<file path="config.mk">
export PLATFORM = sky130hd
export DESIGN_NAME = peripheral_module_disable_bank
export DESIGN_NICKNAME = d
export VERILOG_FILES = /design/src/verilog/pmd_pkg.sv /design/src/verilog/gate_stage.sv /design/src/verilog/peripheral_module_disable_bank.sv
export SDC_FILE = /design/constraint.sdc
export NUM_CORES = 1
export LEC_CHECK = 0
export BUFFER_PORTS_ARGS = -buffer_cell sky130_fd_sc_hd__clkbuf_2
export CORE_ASPECT_RATIO = 0.9
export CORE_MARGIN = 4
export CORE_UTILIZATION = 39
export DETAILED_ROUTE_END_ITERATION = 12
export PLACE_DENSITY = 0.82
export SYNTH_ARGS = -nofsm -noshare
export SYNTH_HDL_FRONTEND = slang
export SYNTH_HIERARCHICAL = 1
export SYNTH_SLANG_ARGS = --single-unit
export TNS_END_PERCENT = 50
</file>
<file path="constraint.sdc">
create_clock -name mclk -period 1.5 [get_ports mclk]
set_input_delay 0.075 -clock mclk [delete_from_list [all_inputs] [get_ports mclk]]
set_output_delay 0.075 -clock mclk [all_outputs]
set_load 0.03 [all_outputs]
</file>
<file path="src/verilog/pmd_pkg.sv">
// Package: register map, field positions and timing of the disable bank
package pmd_pkg;
	localparam logic [3:0]  ctl_1_offset     = 4'h0;
	localparam logic [15:0] ctl_1_reset      = 16'h0000;
	localparam int          addr_width       = 4;
	localparam int          timer_five_bit   = 15;
	localparam int          timer_four_bit   = 14;
	localparam int          timer_three_bit  = 13;
	localparam int          timer_two_bit    = 12;
	localparam int          timer_one_bit    = 11;
	localparam int          motor_pwm_bit    = 9;
	localparam int          i2c_port_bit     = 7;
	localparam int          uart_port_bit    = 5;
	localparam int          module_count     = 8;
	// Implemented-bit mask: 15..11, 9, 7, 5
	localparam logic [15:0] ctl_1_impl_mask  = 16'hFAA0;
	// Bits present only on the larger variant
	localparam logic [15:0] large_only_mask  = 16'hC000;
	localparam logic [31:0] unmapped_data    = 32'h00000000;
	// Delay from write to gate change, in instruction cycles
	localparam int          apply_delay_cyc  = 1;
endpackage : pmd_pkg

</file>
<file path="src/verilog/gate_stage.sv">
// One-cycle delay stage from disable bits to clock enables
`timescale 1ns/1ps
module gate_stage
(
	input  wire logic        mclk,
	input  wire logic        reset,
	input  wire logic [7:0]  disable_bits,
	output logic      [7:0]  clock_enable
);
	import pmd_pkg::*;

	// --------------------------------------------------------------
	// Registered enables
	// --------------------------------------------------------------
	genvar g;
	generate
		for (g = 0; g < module_count; g++)
		begin : stage
			always_ff @(posedge mclk or posedge reset)
			begin
				if (reset)
					clock_enable[g] <= 1'b1;
				else
					clock_enable[g] <= ~disable_bits[g];
			end
		end
	endgenerate
endmodule : gate_stage

</file>
<file path="src/verilog/peripheral_module_disable_bank.sv">
// Peripheral module disable bank with Avalon-MM register slave
// Functional notes
// - Bit 15 set disables the fifth timer, clear keeps it enabled.
// - Bit 14 set disables the fourth timer, clear keeps it enabled.
// - Bit 13 set disables the third timer, clear keeps it enabled.
// - Bit 12 set disables the second timer, clear enables it.
// - Bit 11 set disables the first timer, clear keeps it running.
// - The motor PWM is disabled while its bit (bit 9) holds one.
// - Bit 7 set disables the I2C port, clear enables it.
// - Bit 5 set disables the UART, clear lets it run.
// - Bits 10, 8, 6 and 4 read as zero and ignore writes.
// - A disabled module loses its clock and its register access.
// - A change of a disable bit acts one cycle after the write.
// - After reset all present modules are enabled.
// - Fourth and fifth timer bits exist only on the larger variant.
//
// Local design decisions: register access over Avalon-MM and the address map.
`timescale 1ns/1ps
module peripheral_module_disable_bank
#(
	parameter bit has_timers_four_five = 1'b1
)
(
	input  wire logic                           mclk,
	input  wire logic                           reset,
	input  wire logic [pmd_pkg::addr_width-1:0] address,
	input  wire logic                           read,
	input  wire logic                           write,
	input  wire logic [31:0]                    writedata,
	input  wire logic [3:0]                     byteenable,
	output logic      [31:0]                    readdata,
	output logic                                waitrequest,
	output logic                                timer_five_clk_en,
	output logic                                timer_four_clk_en,
	output logic                                timer_three_clk_en,
	output logic                                timer_two_clk_en,
	output logic                                timer_one_clk_en,
	output logic                                motor_pwm_clk_en,
	output logic                                i2c_port_clk_en,
	output logic                                uart_port_clk_en,
	output logic                                timer_five_reg_en,
	output logic                                timer_four_reg_en,
	output logic                                timer_three_reg_en,
	output logic                                timer_two_reg_en,
	output logic                                timer_one_reg_en,
	output logic                                motor_pwm_reg_en,
	output logic                                i2c_port_reg_en,
	output logic                                uart_port_reg_en
);
	import pmd_pkg::*;

	// --------------------------------------------------------------
	// Decode helpers
	// --------------------------------------------------------------
	function automatic logic hits_ctl(input logic [addr_width-1:0] a);
		hits_ctl = (a == ctl_1_offset);
	endfunction : hits_ctl

	// Writable bits depend on the variant; absent timers stay clear
	localparam logic [15:0] writable_mask = has_timers_four_five ?
		ctl_1_impl_mask : (ctl_1_impl_mask & ~large_only_mask);

	logic [15:0] peripheral_disable_ctl_1;
	logic        answered;
	logic [15:0] lane_mask;
	logic [7:0]  disable_bits;
	logic [7:0]  clock_enable;

	assign lane_mask = {{8{byteenable[1]}}, {8{byteenable[0]}}};

	// --------------------------------------------------------------
	// Bus handshake
	// --------------------------------------------------------------
	// One wait state: request seen, answer on the next edge
	always_ff @(posedge mclk or posedge reset)
	begin
		if (reset)
			answered <= 1'b0;
		else if ((read || write) && !answered)
			answered <= 1'b1;
		else
			answered <= 1'b0;
	end

	always_ff @(posedge mclk or posedge reset)
	begin
		if (reset)
			waitrequest <= 1'b1;
		else if ((read || write) && !answered && waitrequest)
			waitrequest <= 1'b0;
		else
			waitrequest <= 1'b1;
	end

	// --------------------------------------------------------------
	// Control register
	// --------------------------------------------------------------
	always_ff @(posedge mclk or posedge reset)
	begin
		if (reset)
			peripheral_disable_ctl_1 <= ctl_1_reset;
		else if (write && !waitrequest && hits_ctl(address))
			peripheral_disable_ctl_1 <=
				(peripheral_disable_ctl_1 & ~(lane_mask & writable_mask)) |
				(writedata[15:0] & lane_mask & writable_mask);
	end

	always_ff @(posedge mclk or posedge reset)
	begin
		if (reset)
			readdata <= unmapped_data;
		else if (read && !answered && hits_ctl(address))
			readdata <= {16'h0000, peripheral_disable_ctl_1};
		else if (read && !answered)
			readdata <= unmapped_data;
	end

	// --------------------------------------------------------------
	// Gating
	// --------------------------------------------------------------
	assign disable_bits = {
		peripheral_disable_ctl_1[timer_five_bit],
		peripheral_disable_ctl_1[timer_four_bit],
		peripheral_disable_ctl_1[timer_three_bit],
		peripheral_disable_ctl_1[timer_two_bit],
		peripheral_disable_ctl_1[timer_one_bit],
		peripheral_disable_ctl_1[motor_pwm_bit],
		peripheral_disable_ctl_1[i2c_port_bit],
		peripheral_disable_ctl_1[uart_port_bit]
	};

	// Enables lag the register by one cycle
	gate_stage u_gate
	(
		.mclk         (mclk),
		.reset        (reset),
		.disable_bits (disable_bits),
		.clock_enable (clock_enable)
	);

	// Clock and register access share one gate so both drop together
	assign timer_five_clk_en  = clock_enable[7];
	assign timer_four_clk_en  = clock_enable[6];
	assign timer_three_clk_en = clock_enable[5];
	assign timer_two_clk_en   = clock_enable[4];
	assign timer_one_clk_en   = clock_enable[3];
	assign motor_pwm_clk_en   = clock_enable[2];
	assign i2c_port_clk_en    = clock_enable[1];
	assign uart_port_clk_en   = clock_enable[0];
	assign timer_five_reg_en  = clock_enable[7];
	assign timer_four_reg_en  = clock_enable[6];
	assign timer_three_reg_en = clock_enable[5];
	assign timer_two_reg_en   = clock_enable[4];
	assign timer_one_reg_en   = clock_enable[3];
	assign motor_pwm_reg_en   = clock_enable[2];
	assign i2c_port_reg_en    = clock_enable[1];
	assign uart_port_reg_en   = clock_enable[0];
endmodule : peripheral_module_disable_bank

</file>
Yosys cells after proc, flatten, opt, wreduce, memory -nomap -nowiden
Index checks and enable logic that the tools add are counted.
{"block": "classes", "mul": 0, "bitwise_logic": 12, "shift": 0, "n_mux": 4, "addsub": 0, "magnitude_cmp": 0, "n_div": 0, "n_eq_ne": 0, "n_reduce_logical": 11}
{"op": "32-bit two-way mux", "count": 2}
{"op": "16-bit AND", "count": 2}
{"op": "16-bit NOT", "count": 1}
{"op": "16-bit OR", "count": 1}
{"op": "1-bit NOT", "count": 8}
{"op": "1-bit logical AND", "count": 6}
{"op": "4-bit logical NOT", "count": 1}
{"op": "1-bit logical NOT", "count": 2}
{"op": "1-bit two-way mux", "count": 2}
{"op": "2-bit nonzero test", "count": 1}
{"op": "1-bit logical OR", "count": 1}
{"block": "totals", "ram_bits": 0, "latch_bits": 0, "in_bits": 44, "word_cells": 39, "out_inout_bits": 49, "reg_bits": 58, "n_memories": 0, "romBits": 0}

Logic depth before layout (Yosys ltp)
{"block": "logic_depth", "ltp_word": 4, "depth_mapped": 5, "mapped_depth_nobuf": 3}

Hierarchy
The synthesis kept the hierarchy.
{"module": "peripheral_module_disable_bank", "n_inst": 1, "seq_area_each_um2": 451.7, "area_per_inst_um2": 948.4, "cells_per_inst": 79}
{"module": "gate_stage", "n_inst": 1, "seq_area_each_um2": 210.2, "area_per_inst_um2": 244.0, "cells_per_inst": 17}

Least setup slack after synthesis
No wires, ideal clock.
{"block": "synth_path", "kind": "register -> register", "startpoint": "register waitrequest", "endpoint": "register with a tool-made name", "period_less_slack_ns": 1.286, "arrival_time_ns": 1.161, "path_stages_with_launch": 4, "t_required_ns": 1.375, "n_path_buf": 0, "slack_ns": 0.214, "setup_time_ns": 0.125, "cell_sequence": "dfstp_2 nor2b_1 nand3_4 mux2_2"}
{"item": "start: declaration", "line_no": "peripheral_module_disable_bank.sv:32", "text": "output logic waitrequest,"}
{"item": "start signal: assignment", "line_no": "peripheral_module_disable_bank.sv:88", "text": "waitrequest <= 1'b1;"}
{"item": "start signal: assignment", "line_no": "peripheral_module_disable_bank.sv:90", "text": "waitrequest <= 1'b0;"}
{"item": "start signal: assignment", "line_no": "peripheral_module_disable_bank.sv:92", "text": "waitrequest <= 1'b1;"}

==> metrics.txt <==
status finished, final reports clean; Pwr Density roughly 1100 mW/mm²; Congestion Overflow GR 0; Port-buffer cells 42; RSZ-0062 raised after global routing no; diodes inserted 0; Initial Util 42.0%; initial drt markers 9; #FFs+latches synth 26; Max Fanout on Critical Path 3; clock latency on the worst-skew pair 0.31 ns; routed length per placed instance 10.7 µm; worst min-delay path startpoint read; min Tclk post-route 1.20 ns; Worst EP arrival between 1 and 1.5 ns; Leak Pwr 0.000745 µW; slowest stage cell, crit path dfstp_2; sequential fraction of the synthesis area ~56%; clk sink count 26; placed insts between 150 and 200; CTS tree built; All-Layer GR Usage around 10%; DRC 0; FF/Latch Area between 600 and 700 µm²; worst r2r src waitrequest; fin. max-slew vios 0; Worst Reg-to-Reg Cells 3; multi-input logic area 327 µm²; H-tree depth 1; Hold EP answered; Cell Count, Final, Fillers Out around 180; vias 712; final WL just under 2000 µm; Worst-Margin Slew approximately 0.65 ns; Startpoint Class flop; worst path required time around 1.7 ns; DRT antenna net count 0; critical setup path kind flop to flop; pin count of the biggest net entering global routing 19; commonest non-fill, non-tap cell in the layout clkbuf_2; clk slew on worst S/H paths ~0.12 ns; most frequent cells in the layout clkbuf_2 (42), conb_1 (24), dfrtp_1 (17); Final nets 187; initial antenna violation count 0; Ports 93; setup TNS 0 ns; yosys warns 6; Min Hold Slack approximately 0.023 ns; final hold viol count 0; post-route cell area ~0.0014 mm²; upper clock frequency limit between 800 and 900 MHz; clock root cell clkbuf_4; via/cell ratio approximately 4; DP Area between 0.001 and 0.0015 mm²; first-pass GRT wire length a little under 3000 µm; hold crit path type input port to flop; Worst Skew roughly 0.0051 ns; r2r setup slk 0.30 ns; Placer Congestion around 0.7; critical path's largest stage delay 0.56 ns; Core Box Area 0.00284 mm²; num rows 18; Mapped Cells 96; Final setup viols 0; Die Wd about 66 µm; full die area approximately 0.004 mm²; Critical Path Source waitrequest; Max Cap Violations 0; Post-Route Utilization 50.0%; M1 wire length 767 µm; hold path depth 3; DIE HEIGHT 60.5 µm; Top Metal Used met4; share of layout cells above drive strength 1 ~46%; synthesized area per cell around 12 µm²; Max VDD drop roughly 0.00066 V; mapped cell area approximately 0.0012 mm²; vias in the first global route ~640; Filler Cells Inserted about 250; worst rel slew slack a little under three fifths; critical path, cell by cell nor2b_1 > nand3_1 > mux2_2; Crit. End Element flop; Clock Path Buffers 2; met3 routed WL 251 µm; met2 routed WL 909 µm; Post-CTS Setup Bufs 0; Area Growth Syn to Fin 19.1%; DRT Pass-1 Iters 4; Cell variety after synth 16; Tcrit/Tclk final 80.3%; total CTS buffers 3
## worst max path at each step
stage,depth (start not counted),end,slack (ns)
final,3,flop,0.30
after global routing,3,flop,0.26
after CTS,3,flop,0.28
after global placement,3,flop,0.32
after detailed placement,3,flop,0.31
after floorplan,3,flop,0.21
## worst max-delay path: cells and delay by family (launching register included)
kind	cells	cell delay (ns)
flops	1	0.56
mux	1	0.34
simple gates	2	0.20
## cell families (layout without fill, tap and decap cells)
group,after synthesis,count (layout),synth area share [%]
AOI/OAI and AO/OA,8,8,5.88
muxes,8,8,7.56
and+or+nand+nor,9,9,6.40
DFF,26,26,55.5
buffers and inverters,44,67,24.3
other,1,24,0.314
## through the flow
stage | setup WS (ns) | power, µW
after global placement | 0.322 | 1190
after floorplan | 0.214 | 1180
final | 0.295 | 1490
after CTS | 0.284 | 1510
after global routing | 0.257 | 1580
after detailed placement | 0.306 | 1200
## layer usage
metal | up-vias | GRT usage (%)
met5 | - | 0
met4 | 0 | 4.35
met3 | 2 | 3.89
met2 | 50 | 16.5
met1 | 314 | 12.4
li1 | 346 | -
## Yosys cell counts
library cell,n,area (µm²)
inv_1,10,37.5
mux2_2,8,90.1
nand2_1,1,3.75
dfstp_2,9,236
nor2b_2,1,8.76
nand2b_1,1,6.26
nand3_4,1,17.5
dfrtp_1,17,425
nor4_4,1,21.3
nand3_1,1,5.00
buf_2,1,5.00
nor2_1,2,7.51
conb_1,1,3.75
nor2b_1,1,6.26
a22o_1,8,70.1
buf_4,33,248
## report_power, final
part	internal [µW]	leakage (µW)	switching [µW]
clock network	104	0.0000150	184
logic	104	0.000404	274
registers	784	0.000327	41.4
total	993	0.000745	499
## layout make-up
class | count | area share (%)
Sequential cell | 26 | 46.6
Multi-Input combinational cell | 49 | 23.0
Timing Repair Buffer | 53 | 22.4
Tap cell | 40 | 3.52
Inverter | 10 | 2.64
Clock buffer | 4 | 1.85
## what timing repair did
item	4_1_cts	5_1_grt
hold buffers	10	0
gates resized for setup	0	0
endpoints found under the hold margin	34	0
No activity file was read; power rests on OpenSTA's default activity.
